`config.mk`:
```
export PLATFORM = sky130hd
export DESIGN_NAME = ingress_basic_classifier
export DESIGN_NICKNAME = d
export VERILOG_FILES = /design/src/shared/basic_class_pkg.sv /design/src/hw/ingress_basic_classifier.sv
export SDC_FILE = /design/constraint.sdc
export NUM_CORES = 1
export LEC_CHECK = 0
export BUFFER_PORTS_ARGS = -buffer_cell sky130_fd_sc_hd__buf_2
export CAP_MARGIN = 25
export CELL_PAD_IN_SITES_DETAIL_PLACEMENT = 0
export CELL_PAD_IN_SITES_GLOBAL_PLACEMENT = 1
export CORE_AREA = 5 5 284 286
export CTS_BUF_LIST = sky130_fd_sc_hd__clkbuf_8
export CTS_CLUSTER_DIAMETER = 200
export DETAILED_ROUTE_END_ITERATION = 10
export DIE_AREA = 0 0 289 291
export PLACE_DENSITY_LB_ADDON = 0.1
export SETUP_SLACK_MARGIN = 0.05
export SKIP_LAST_GASP = 1
export SLEW_MARGIN = 20
export SYNTH_ARGS = -nofsm -noshare
export SYNTH_HDL_FRONTEND = slang
export SYNTH_SLANG_ARGS = --single-unit
```
`constraint.sdc`:
```
create_clock -name sys_clk -period 15.2 [get_ports sys_clk]
set_clock_uncertainty 0.1 [all_clocks]
set_input_delay 2.28 -clock sys_clk [delete_from_list [all_inputs] [get_ports sys_clk]]
set_output_delay 2.28 -clock sys_clk [all_outputs]
set_load 0.02 [all_outputs]
```
`src/shared/basic_class_pkg.sv`:
```
// constants, types and helpers for the ingress basic classifier
package basic_class_pkg;
  localparam int ADDR_W = 4;
  localparam int N_CFG  = 10;
  // register indices
  localparam logic [3:0] REG_VLAN_CTRL   = 4'h0;
  localparam logic [3:0] REG_TPID0       = 4'h1;
  localparam logic [3:0] REG_TPID1       = 4'h2;
  localparam logic [3:0] REG_TPID2       = 4'h3;
  localparam logic [3:0] REG_LAG_HASH    = 4'h4;
  localparam logic [3:0] REG_CAPTURE     = 4'h5;
  localparam logic [3:0] REG_QUEUE_MAP   = 4'h6;
  localparam logic [3:0] REG_REGFRAME    = 4'h7;
  localparam logic [3:0] REG_HDR_MATCH   = 4'h8;
  localparam logic [3:0] REG_HDR_DC      = 4'h9;
  localparam logic [3:0] REG_STATUS      = 4'ha;
  localparam logic [31:0] RST_VLAN_CTRL  = 32'h0000_0001;
  // vlan control fields
  localparam int VC_VID = 0, VC_PCP = 12, VC_DEI = 15, VC_AWARE = 16;
  localparam int VC_INNER = 17, VC_POP = 18, VC_PUSH = 20, VC_TDIS = 22;
  // lag hash enables
  localparam int LH_DMAC = 0, LH_FLIP = 1, LH_SMAC = 2, LH_FLOW = 3;
  localparam int LH_IP = 4, LH_PORTS = 5, LH_RAND = 6, LH_STACK = 7;
  // capture and register frame fields
  localparam int CP_BPDU = 0, CP_GARP = 2, CP_CFM = 4, CP_IGMP = 6;
  localparam int CP_MLD = 7, CP_HBH = 8, CP_ICMP = 9, CP_IP4MC = 10;
  localparam int CP_IP6MC = 11, CP_TDIS = 12, CP_REGF = 17;
  localparam int RF_VID = 0, RF_AWARE = 12;
  // queue map slots, three bits each
  localparam int Q_BPDU = 0, Q_GARP = 3, Q_CFM = 6, Q_IGMP = 9, Q_MLD = 12;
  localparam int Q_HBH = 15, Q_IP4MC = 18, Q_IP6MC = 21, Q_REGF = 24;
  // l2 control actions
  localparam logic [1:0] ACT_NONE = 2'h0, ACT_COPY = 2'h1;
  localparam logic [1:0] ACT_REDIR = 2'h2, ACT_DISCARD = 2'h3;
  // tag types
  localparam logic [2:0] TT_NONE = 3'h0, TT_C = 3'h1, TT_S = 3'h2;
  localparam logic [2:0] TT_X0 = 3'h3, TT_X1 = 3'h4, TT_X2 = 3'h5;
  localparam logic [15:0] TPID_C = 16'h8100, TPID_S = 16'h88a8;
  localparam logic [15:0] ETYPE_REGF = 16'h8880, PROTOCOL_ID_FIELD_REGF = 16'h0004;
  localparam logic [7:0]  PROTO_HBH = 8'h00, PROTO_IGMP = 8'h02;
  localparam logic [7:0]  PROTO_ICMP6 = 8'h3a;
  localparam logic [7:0]  RA_TYPE = 8'h05, RA_LEN = 8'h02;
  localparam logic [15:0] RA_DATA = 16'h0000;
  localparam logic [43:0] MAC_BPDU = 44'h0180c200000;
  localparam logic [43:0] MAC_GARP = 44'h0180c200002;
  localparam logic [43:0] MAC_CFM  = 44'h0180c200003;
  localparam logic [24:0] MAC_IP4MC = 25'h0200bc; // 01005e, bit 23 clear
  localparam logic [15:0] MAC_IP6MC = 16'h3333;
  localparam logic [23:0] DIP4_CTRL = 24'he00000;
  localparam logic [15:0] DIP6_CTRL = 16'hff02;
  localparam logic [15:0] LFSR_SEED = 16'hace1;

  typedef struct packed {
    logic [2:0][15:0] tpid;     // index 0 is the outer tag
    logic [2:0][15:0] tci;
    logic [1:0]       tag_count;
    logic [47:0]      dmac;
    logic [47:0]      smac;
    logic [15:0]      etype;
    logic             is_ip4;
    logic             is_ip6;
    logic [7:0]       ip_proto;
    logic [127:0]     sip;
    logic [127:0]     dip;
    logic [19:0]      flow_label;
    logic             l4_valid;
    logic [15:0]      sport;
    logic [15:0]      dport;
    logic             fragmented;
    logic             ip4_options;
    logic [7:0]       opt_type;
    logic [7:0]       opt_len;
    logic [15:0]      opt_data;
    logic             stack_present;
    logic [3:0]       stack_ac;
    logic [15:0]      protocol_id_field;
    logic [31:0]      regframe_hdr;
    logic             from_virtual_device;
  } frame_t;

  typedef struct packed {
    logic [2:0]  pcp;
    logic        dei;
    logic [11:0] vid;
    logic [2:0]  tag_type;
    logic [1:0]  pop;
    logic [1:0]  push;
    logic        was_tagged;
    logic [3:0]  aggr_code;
    logic [3:0]  ecmp_code;
    logic [7:0]  cpu_mask;
    logic        redirect;
    logic        copy;
    logic        discard;
  } result_t;

  function automatic logic [3:0] fold4(input logic [127:0] v);
    logic [3:0] a;
    a = 4'h0;
    for (int i = 0; i < 32; i++) a ^= v[4*i +: 4];
    return a;
  endfunction

  function automatic logic [47:0] flip48(input logic [47:0] v);
    logic [47:0] r;
    r = 48'h0;
    for (int i = 0; i < 48; i++) r[i] = v[47-i];
    return r;
  endfunction

  function automatic logic [7:0] qbit(input logic [2:0] q);
    return 8'h01 << q;
  endfunction
endpackage

```
`src/hw/ingress_basic_classifier.sv`:
```
// ingress basic classifier: vlan, aggregation codes and cpu trapping
//
// Design decisions made here: the plain strobed port and the register addresses.
`timescale 1ns/1ps
module ingress_basic_classifier
  import basic_class_pkg::*;
(
  // clock and reset
  input  wire logic                           sys_clk,
  input  wire logic                           rst,
  input  wire logic                           ce,
  // register port
  input  wire logic [basic_class_pkg::ADDR_W-1:0] reg_addr,
  input  wire logic [31:0]                    reg_wdata,
  input  wire logic                           reg_wr,
  input  wire logic                           reg_rd,
  output logic      [31:0]                    reg_rdata,
  // parsed frame in
  input  wire logic                           frame_valid,
  input  wire basic_class_pkg::frame_t        frame,
  // classification out
  output logic                                result_valid,
  output basic_class_pkg::result_t            result
);
  import basic_class_pkg::*;

  logic [31:0] cfg [0:N_CFG-1];
  logic [15:0] lfsr;
  logic [15:0] frame_count;

  logic [31:0] vlan_ctrl, lag_hash_config, capture, queue_map, regf_cfg;
  assign vlan_ctrl       = cfg[REG_VLAN_CTRL];
  assign lag_hash_config = cfg[REG_LAG_HASH];
  assign capture         = cfg[REG_CAPTURE];
  assign queue_map       = cfg[REG_QUEUE_MAP];
  assign regf_cfg        = cfg[REG_REGFRAME];

  function automatic logic [2:0] tag_type_of(input logic [15:0] t,
                                             input logic [15:0] x0,
                                             input logic [15:0] x1,
                                             input logic [15:0] x2);
    if (t == TPID_C) return TT_C;
    if (t == TPID_S) return TT_S;
    if (t == x0) return TT_X0;
    if (t == x1) return TT_X1;
    if (t == x2) return TT_X2;
    return TT_NONE;
  endfunction

  // register writes
  always_ff @(posedge sys_clk) begin
    if (rst) begin
      for (int i = 0; i < N_CFG; i++) cfg[i] <= 32'h0;
      cfg[REG_VLAN_CTRL] <= RST_VLAN_CTRL;
    end else if (ce && reg_wr && reg_addr < REG_STATUS) begin
      cfg[reg_addr] <= reg_wdata;
    end
  end

  // register reads, data one cycle after the strobe
  always_ff @(posedge sys_clk) begin
    if (rst) begin
      reg_rdata <= 32'h0;
    end else if (ce) begin
      if (!reg_rd) reg_rdata <= 32'h0;
      else if (reg_addr < REG_STATUS) reg_rdata <= cfg[reg_addr];
      else if (reg_addr == REG_STATUS) reg_rdata <= {16'h0, frame_count};
      else reg_rdata <= 32'h0;
    end
  end

  // free running so back-to-back frames still see new values
  always_ff @(posedge sys_clk) begin
    if (rst) begin
      lfsr <= LFSR_SEED;
    end else if (ce) begin
      lfsr <= {lfsr[14:0], lfsr[15] ^ lfsr[13] ^ lfsr[12] ^ lfsr[10]};
    end
  end

  // ---- tag parsing
  logic [2:0][2:0] raw_type;
  logic [2:0]      tag_ok;
  logic [1:0]      nvalid;
  always_comb begin
    for (int i = 0; i < 3; i++) begin
      raw_type[i] = tag_type_of(frame.tpid[i], cfg[REG_TPID0][15:0],
                                cfg[REG_TPID1][15:0],
                                cfg[REG_TPID2][15:0]);
      tag_ok[i] = (2'(i) < frame.tag_count) && raw_type[i] != TT_NONE &&
                  !vlan_ctrl[VC_TDIS + raw_type[i] - 1];
    end
    // parsing halts at the first invalid tag
    if (!tag_ok[0]) nvalid = 2'd0;
    else if (!tag_ok[1]) nvalid = 2'd1;
    else if (!tag_ok[2]) nvalid = 2'd2;
    else nvalid = 2'd3;
  end

  logic        use_inner;
  logic [15:0] sel_tci;
  logic [2:0]  sel_type;
  assign use_inner = vlan_ctrl[VC_INNER] && nvalid >= 2'd2;
  assign sel_tci   = use_inner ? frame.tci[1] : frame.tci[0];
  assign sel_type  = use_inner ? raw_type[1] : raw_type[0];

  logic        is_ip, l4_clean;
  logic [3:0]  aggr_hash, aggr_code, ecmp_code;
  logic [7:0]  cpu_mask;
  logic        redirect, copy_hit, discard_hit;

  result_t next_result;
  always_comb begin
    next_result = '0;
    if (nvalid != 2'd0) begin
      next_result.pcp      = sel_tci[15:13];
      next_result.dei      = sel_tci[12];
      // a priority tag keeps the port vid
      next_result.vid      = (sel_tci[11:0] == 12'h0) ?
                             vlan_ctrl[VC_VID +: 12] : sel_tci[11:0];
      next_result.tag_type = sel_type;
    end else begin
      next_result.pcp      = vlan_ctrl[VC_PCP +: 3];
      next_result.dei      = vlan_ctrl[VC_DEI];
      next_result.vid      = vlan_ctrl[VC_VID +: 12];
      next_result.tag_type = TT_NONE;
    end
    next_result.pop  = (vlan_ctrl[VC_POP +: 2] > nvalid) ?
                       nvalid : vlan_ctrl[VC_POP +: 2];
    next_result.push = vlan_ctrl[VC_PUSH +: 2];
    next_result.was_tagged = vlan_ctrl[VC_AWARE] && nvalid != 2'd0;
    next_result.aggr_code  = aggr_code;
    next_result.ecmp_code  = ecmp_code;
    next_result.cpu_mask   = cpu_mask;
    next_result.redirect   = redirect;
    next_result.copy       = copy_hit;
    next_result.discard    = discard_hit;
  end

  // ---- aggregation codes
  assign is_ip    = frame.is_ip4 || frame.is_ip6;
  assign l4_clean = frame.l4_valid && !frame.fragmented &&
                    !frame.ip4_options;
  always_comb begin
    aggr_hash = 4'h0;
    if (lag_hash_config[LH_DMAC])
      aggr_hash ^= fold4({80'h0, frame.dmac});
    if (lag_hash_config[LH_FLIP])
      aggr_hash ^= fold4({80'h0, flip48(frame.dmac)});
    if (lag_hash_config[LH_SMAC])
      aggr_hash ^= fold4({80'h0, frame.smac});
    if (lag_hash_config[LH_FLOW] && frame.is_ip6)
      aggr_hash ^= fold4({108'h0, frame.flow_label});
    if (lag_hash_config[LH_IP] && is_ip)
      aggr_hash ^= fold4(frame.sip) ^ fold4(frame.dip);
    if (lag_hash_config[LH_PORTS] && is_ip && frame.l4_valid)
      aggr_hash ^= fold4({96'h0, frame.sport, frame.dport});
    if (lag_hash_config[LH_RAND])
      aggr_hash ^= lfsr[3:0];
    aggr_code = (lag_hash_config[LH_STACK] && frame.stack_present) ?
                frame.stack_ac : aggr_hash;
    ecmp_code = 4'h0;
    if (is_ip) begin
      ecmp_code = fold4(frame.sip) ^
                  fold4({108'h0, frame.flow_label});
      if (l4_clean)
        ecmp_code ^= fold4({96'h0, frame.sport, frame.dport});
    end
  end

  // ---- cpu forwarding
  logic trap_ok;
  // the outer tpid filter looks at any recognised tag, not only valid ones
  assign trap_ok = frame.from_virtual_device || frame.tag_count == 2'd0 ||
                   (raw_type[0] != TT_NONE &&
                    !capture[CP_TDIS + raw_type[0] - 1]);

  logic [1:0] act_bpdu, act_garp, act_cfm;
  logic       mac4mc, mac6mc;
  logic       igmp_hit, mld_hit, hbh_hit, ip4mc_hit, ip6mc_hit;
  assign act_bpdu = (frame.dmac[47:4] == MAC_BPDU) ?
                    capture[CP_BPDU +: 2] : ACT_NONE;
  assign act_garp = (frame.dmac[47:4] == MAC_GARP) ?
                    capture[CP_GARP +: 2] : ACT_NONE;
  assign act_cfm  = (frame.dmac[47:4] == MAC_CFM) ?
                    capture[CP_CFM +: 2] : ACT_NONE;
  assign mac4mc = frame.dmac[47:23] == MAC_IP4MC;
  assign mac6mc = frame.dmac[47:32] == MAC_IP6MC;
  assign igmp_hit = capture[CP_IGMP] && mac4mc && frame.is_ip4 &&
                    frame.ip_proto == PROTO_IGMP;
  assign mld_hit  = capture[CP_MLD] && mac6mc && frame.is_ip6 &&
                    frame.ip_proto == PROTO_HBH &&
                    frame.opt_type == RA_TYPE && frame.opt_len == RA_LEN &&
                    frame.opt_data == RA_DATA;
  assign hbh_hit  = frame.is_ip6 &&
                    ((capture[CP_HBH] && frame.ip_proto == PROTO_HBH) ||
                     (capture[CP_ICMP] &&
                      frame.ip_proto == PROTO_ICMP6));
  assign ip4mc_hit = capture[CP_IP4MC] && mac4mc && frame.is_ip4 &&
                     frame.ip_proto != PROTO_IGMP &&
                     frame.dip[31:8] == DIP4_CTRL;
  assign ip6mc_hit = capture[CP_IP6MC] && mac6mc && frame.is_ip6 &&
                     frame.ip_proto != PROTO_HBH &&
                     frame.ip_proto != PROTO_ICMP6 &&
                     frame.dip[127:112] == DIP6_CTRL;

  // register access frame
  logic regf_vlan_ok, regf_hit;
  always_comb begin
    if (regf_cfg[RF_AWARE])
      regf_vlan_ok = frame.tag_count == 2'd1 &&
                     frame.tci[0][11:0] == regf_cfg[RF_VID +: 12];
    else
      regf_vlan_ok = frame.tag_count == 2'd0;
    regf_hit = capture[CP_REGF] && regf_vlan_ok &&
               frame.etype == ETYPE_REGF &&
               frame.protocol_id_field == PROTOCOL_ID_FIELD_REGF &&
               ((frame.regframe_hdr ^ cfg[REG_HDR_MATCH]) &
                ~cfg[REG_HDR_DC]) == 32'h0;
  end

  always_comb begin
    cpu_mask    = 8'h0;
    redirect    = 1'b0;
    copy_hit    = 1'b0;
    discard_hit = 1'b0;
    if (trap_ok) begin
      if (act_bpdu == ACT_COPY || act_bpdu == ACT_REDIR)
        cpu_mask |= qbit(queue_map[Q_BPDU +: 3]);
      if (act_garp == ACT_COPY || act_garp == ACT_REDIR)
        cpu_mask |= qbit(queue_map[Q_GARP +: 3]);
      if (act_cfm == ACT_COPY || act_cfm == ACT_REDIR)
        cpu_mask |= qbit(queue_map[Q_CFM +: 3]);
      if (igmp_hit) cpu_mask |= qbit(queue_map[Q_IGMP +: 3]);
      if (mld_hit) cpu_mask |= qbit(queue_map[Q_MLD +: 3]);
      if (hbh_hit) cpu_mask |= qbit(queue_map[Q_HBH +: 3]);
      if (ip4mc_hit) cpu_mask |= qbit(queue_map[Q_IP4MC +: 3]);
      if (ip6mc_hit) cpu_mask |= qbit(queue_map[Q_IP6MC +: 3]);
      redirect = act_bpdu == ACT_REDIR || act_garp == ACT_REDIR ||
                 act_cfm == ACT_REDIR || igmp_hit || mld_hit ||
                 hbh_hit;
      copy_hit = act_bpdu == ACT_COPY || act_garp == ACT_COPY ||
                 act_cfm == ACT_COPY || ip4mc_hit || ip6mc_hit;
      discard_hit = act_bpdu == ACT_DISCARD || act_garp == ACT_DISCARD ||
                    act_cfm == ACT_DISCARD;
    end
    if (regf_hit) begin
      cpu_mask |= qbit(queue_map[Q_REGF +: 3]);
      redirect = 1'b1;
    end
  end

  // ---- result stage
  always_ff @(posedge sys_clk) begin
    if (rst) begin
      result_valid <= 1'b0;
      result       <= '0;
    end else if (ce) begin
      result_valid <= frame_valid;
      if (frame_valid) result <= next_result;
    end
  end

  always_ff @(posedge sys_clk) begin
    if (rst) frame_count <= 16'h0;
    else if (ce && frame_valid) frame_count <= frame_count + 16'h1;
  end
endmodule

```
# After elaboration in Yosys (flattened, before gate mapping)
# Memories as Yosys holds them, arrays and structs flattened.
# Index checks and enable logic that the tools add are counted.
# classes
bitwise	130
reduce_logical	81
n_eq_ne	42
div	0
shifts	9
order_cmp	10
n_mux	138
mul	0
add_sub_neg	9
# ops
op	count
XOR 4 bit	115
== test 16 bit	9
2-to-1 mux 8 bit	17
== test 44 x 37 -> 1 bit, second input constant	3
== test 16 bit, second input constant	8
less-than comparator 32 x 6 -> 1 bit, second input constant	4
2-to-1 mux 32 bit	4
2-to-1 mux 3 bit	31
<< shifter 1 x 3 -> 8 bit, first input constant	9
bitwise OR 8 bit	8
2-to-1 mux 1 bit	61
logical AND 1 bit	45
2-to-1 mux 4 bit	11
bitwise AND 32 bit	1
logical NOT 32 bit	1
2-to-1 mux 16 bit	2
inverter 32 bit	1
OR reduction 32 bit	1
XOR 32 bit	1
== test 25 x 18 -> 1 bit, second input constant	1
== test 24 bit, second input constant	1
subtractor 6 x 1 -> 7 bit, second input constant	3
binary-select mux 1 bit (select 5 bit)	4
2-to-1 mux 19 bit	1
34 further kinds	77
# totals
output_inout_bits	76
elab_cells	437
mem_bits_rw	320
inputBits	659
romBits	0
reg_bits	108
latchBits	0
memories	1
# mem_list
memory	depth	width	read_ports	rd_clocked_by_memory_dff	wr	line_no	text
cfg	10	32	11	0	10	ingress_basic_classifier.sv:27	logic [31:0] cfg [0:N_CFG-1];

# Longest topological paths before layout
# depth
word_depth	48
depth_mapped	23

# Least setup slack after synthesis
# OpenSTA, ideal clock, no wires.
# synth_path
path_type	input port to flip-flop
start	input reg_addr[0] (netlist name)
end	memory cfg[9][0] (enable)
arrival_ns	6.486
required_ns	14.634
path_slack_ns	8.149
setup_time_ns	0.466
cell_stages	6
path_buffers	4
path_cell_list	buf_1 buf_1 clkbuf_1 buf_1 nand3_1 o21ai_0
# synth_lines
item	line_no	text
start: declaration	ingress_basic_classifier.sv:13	input wire logic [basic_class_pkg::ADDR_W-1:0] reg_addr,
end: declaration	ingress_basic_classifier.sv:27	

# Final worst setup path
# layout_path
start	input frame[585] (netlist name)
end	register result[30] (netlist name)
# layout_via
elab_chain_len	25
elab_cells_between_ends	46
classes_between	add/sub: 2; order compare: 1; eq/ne: 5; mux: 31; reduce/logical: 7
# layout_rtl
item	line_no	text
start: declaration	ingress_basic_classifier.sv:20	input wire basic_class_pkg::frame_t frame,
== test 16 bit	ingress_basic_classifier.sv:46	if (t == x2) return TT_X2;
2-to-1 mux 1 bit (2 in a row)	ingress_basic_classifier.sv:46	
2-to-1 mux 1 bit	ingress_basic_classifier.sv:45	if (t == x1) return TT_X1;
2-to-1 mux 1 bit	ingress_basic_classifier.sv:44	if (t == x0) return TT_X0;
2-to-1 mux 1 bit	ingress_basic_classifier.sv:43	if (t == TPID_S) return TT_S;
2-to-1 mux 3 bit	ingress_basic_classifier.sv:47	return TT_NONE;
2-to-1 mux 3 bit	ingress_basic_classifier.sv:46	
2-to-1 mux 3 bit	ingress_basic_classifier.sv:45	
(+8 left out)	-	
2-to-1 mux 2 bit *	ingress_basic_classifier.sv:95	else if (!tag_ok[1]) nvalid = 2'd1;
2-to-1 mux 2 bit *	ingress_basic_classifier.sv:94	if (!tag_ok[0]) nvalid = 2'd0;
>= comparator 2 bit	ingress_basic_classifier.sv:103	assign use_inner = vlan_ctrl[VC_INNER] && nvalid >= 2'd2;
logical AND 1 bit	ingress_basic_classifier.sv:103	
2-to-1 mux 16 bit	ingress_basic_classifier.sv:104	assign sel_tci = use_inner ? frame.tci[1] : frame.tci[0];
logical NOT 12 bit	ingress_basic_classifier.sv:119	next_result.vid = (sel_tci[11:0] == 12'h0) ?
2-to-1 mux 12 bit	ingress_basic_classifier.sv:119	
2-to-1 mux 19 bit *	ingress_basic_classifier.sv:115	if (nvalid != 2'd0) begin
end signal: assignment	ingress_basic_classifier.sv:260	if (frame_valid) result <= next_result;
end: declaration	ingress_basic_classifier.sv:23	output basic_class_pkg::result_t result
# Every way passes the cells marked *; elsewhere a longest branch is shown, timed or not. The select of a mux whose other input is x is not followed.
# A chain may end at the register's enable or synchronous reset.

==> impl_metrics.yaml <==
cts:
  cts-root-buf: "clkbuf_8"
  cts_hold_buf: 0
  clk_pin_slew_ns: 0.05
  cts_resized: 0
  htree_levels: 3
  cts.sink_count: 428
  cts.path.max_buffers: 3
  post_cts_buffers: 0
  cts_buffers: 79
  clk_latency_ns: 0.67
  cts_tree: "built"
layout:
  area_delta_synth_final_pct: 22.4
  nets: 4087
  multi_input_area_sq_um: 15200
  nFillCells: 7853
  drive_gt1_share_pct: 27.8
  ff_latch_area_sq_um: 11500
grt:
  grt_max_degree: 77
  antenna_found_initial: 24
  grt-ovfl-total: 0
  track_usage_pct: 28.3
  grt_pass1_vias: 24700
  grt_first_pass_wirelength_um: 172000
power:
  p_per_area_nw_per_um2: 97.7
  power_leakage_uw: 0.0131
  vdd_ir_drop_max_v: 0.0000508
sta:
  timing.final.hold_violations: 0
  max_freq_mhz: 142
  worst_pin_slew_ns: 1.01
  slew_headroom_pct: 32.6
  drv_slew: 0
  tns_ns: 0
  setup_viol: 0
  whs_ns: 0.352
  min_period_over_period_pct: 46.4
  min_period_ns: 7.06
  rsz0062_at_grt: "no"
yosys:
  synthArstFlopShare_pct: 0
  synth_top_area_share_pct: 31.5
  syn_avg_cell_area_sq_um: 10.1
  syn-cell-area_sq_um: 27400
  yosysTopAreaCell: "edfxtp_1"
  yosysSeqAreaShare_pct: 41.7
  yosysUniqueCellTypes: 80
  netlist_top_cells_area: "edfxtp_1 (32%), xnor2_1 (15%), dfxtp_1 (10%)"
  synth_ff_type: "edfxtp_1"
  synth-seq-cells: 428
  yosys_warnings: 0
  synth-edff-count: 288
  syn-num-nets: 3393
  synth_cells: 2713
worst_setup_path:
  worstPathRequired_ns: 15.68
  crit_slowest_cell: "nand4_1"
  path_max_fanout: 19
  path_cells: "buf_2 -> xor2_1 -> nor4_1 -> nand4_1 -> o211ai_1 -> and2_1 -> ha_1 -> mux2_2 -> or4_1 -> nand3_1 -> a32oi_1 -> a41oi_4 -> nand4b_1 -> nand3b_1 -> or3_4 -> o21ai_1"
  crit-reg2reg-launch: "cfg[1][7]"
  cpPeakStageDelay_ns: 0.71
  r2r-end: "result[30]"
  r2r_slack_ns: 9.29
  start_kind: "input port"
  crit_type: "input port to flip-flop"
  r2r_cells: 15
  arrival_ns: 7.54
  endpoint_kind: "flip-flop"
detailed_routing:
  postRouteAntennaNets: 0
  drt-total-wl_um: 125000
  drcViolationCount: 0
  avgViaCountPerCell: 5.44
  vias: 24600
  drt_pass1_iterations: 5
  dr.first_iter.drc_count: 2364
  wl_per_cell_um: 27.6
floorplanning:
  dieHeight_um: 291
  rows: 103
  start_util_pct: 35.1
  die-area_sq_um: 84100
  core-area_sq_um: 78100
  ios: 735
  die-width_um: 289
worst_hold_path:
  hp-class: "flip-flop to flip-flop"
  worstHoldStart: "result[20]"
  hold_depth: 2
  whs_endpoint: "result[20]"
status:
  outcome: "complete, no violations"
placed_design:
  port_buffers: 718
  globalplace.congestion: 0.914
  dp_hpwl_um: 98300
job:
  drv_cap: 0
## worst max-delay path, delay by kind of cell
kind | cells | cell delay, ns
xor gates and xnor gates | 1 | 0.16
muxes | 1 | 0.40
AOI/OAI and AO/OA | 4 | 1.21
buffers and inverters | 1 | 0.15
and+or+nand+nor | 8 | 2.95
adders and majority gates | 1 | 0.36
## layout make-up
class | count | area share (%)
Inverter | 64 | 0.715
Antenna cell | 12 | 0.0894
Timing Repair Buffer | 752 | 11.5
Sequential cell | 428 | 34.1
Clock inverter | 55 | 0.682
Multi-Input combinational cell | 2082 | 45.4
Clock buffer | 88 | 3.61
Tap cell | 1050 | 3.91
## metrics by stage
stage / total power [uW] / cells / cell area, sq um / setup slack, ns / utilization (%)
2_1_floorplan: 1910 / 2713 / 27400 / 8.15 / -
3_3_place_gp: 2260 / 4373 / 32100 / 7.65 / 41.1
3_5_place_dp: 2270 / 4375 / 32100 / 7.53 / 41.1
4_1_cts: 3300 / 4518 / 33500 / 8.21 / 43.0
5_1_grt: 3420 / 4526 / 33600 / 7.90 / 43.0
6_report: 3280 / 4531 / 33600 / 8.14 / 43.0
## routing by layer
| layer | up-vias | track usage, % | routed length [um] |
|---|---|---|---|
| met5 | - | 0 | 141 |
| met2 | 1299 | 44.1 | 56000 |
| met1 | 12000 | 38.0 | 51500 |
| met3 | 217 | 7.85 | 12500 |
| li1 | 11000 | - | - |
| met4 | 22 | 9.77 | 4790 |
## power by group
group          leakage (uW)  switching [uW]  internal (uW)  total, uW
sequential          0.00388            66.2           1300       1370
combinational       0.00837             490            391        882
clock              0.000865             507            529       1040
## sequential cells by signal, indices dropped and copies added (netlist names)
| signal | cells |
|---|---|
| cfg | 320 |
| result | 43 |
| reg_rdata | 32 |
| frame_count | 16 |
| lfsr | 16 |
| result_valid | 1 |
## placed cells by master (no fill, tap or decap), drive strengths merged, types with 74 or more instances in the layout
cell / instances
buf: 752
xnor2: 470
nor2: 374
edfxtp: 288
nand2: 162
xor2: 150
dfxtp: 140
mux2i: 112
inv: 101
a21oi: 94
clkbuf: 88
nor4: 76
mux4: 74
## kinds of logic after synthesis
logic type | after synthesis | synth area share, %
simple gates | 953 | 17.3
xor+xnor | 620 | 19.8
flops | 428 | 41.7
mux | 190 | 10.3
compound gates | 298 | 6.99
buf+inv | 203 | 2.93
fa+ha+maj | 21 | 0.958
## worst max path at each step
stage                           start          to  slack [ns]  depth (start not counted)
final                      frame[585]  result[30]        8.14                         16
after CTS                  frame[585]  result[30]        8.21                         16
after floorplan           reg_addr[0]   cfg[9][0]        8.15                          6
after global placement     frame[600]  result[31]        7.65                         16
after detailed placement   frame[585]  result[30]        7.53                         16
after global routing       frame[585]  result[30]        7.90                         16
## cells in the mapped netlist, types with 12 or more instances
library cell	count
nor2_1	374
inv_1	64
o22ai_1	33
a22oi_1	18
buf_1	14
nor4_1	73
buf_2	12
dfxtp_1	140
ha_1	21
xnor2_1	470
xor2_1	150
clkbuf_1	104
and2_1	43
mux4_2	74
a21oi_1	94
nand4_1	43
nand2b_1	17
nand3_1	30
edfxtp_1	288
nor2b_1	49
and3_1	45
mux2i_1	112
nor4b_1	12
o21ai_0	53
nor3_1	28
o221ai_1	16
nand2_1	162
Note: power is estimated with default switching activity, not from simulation.
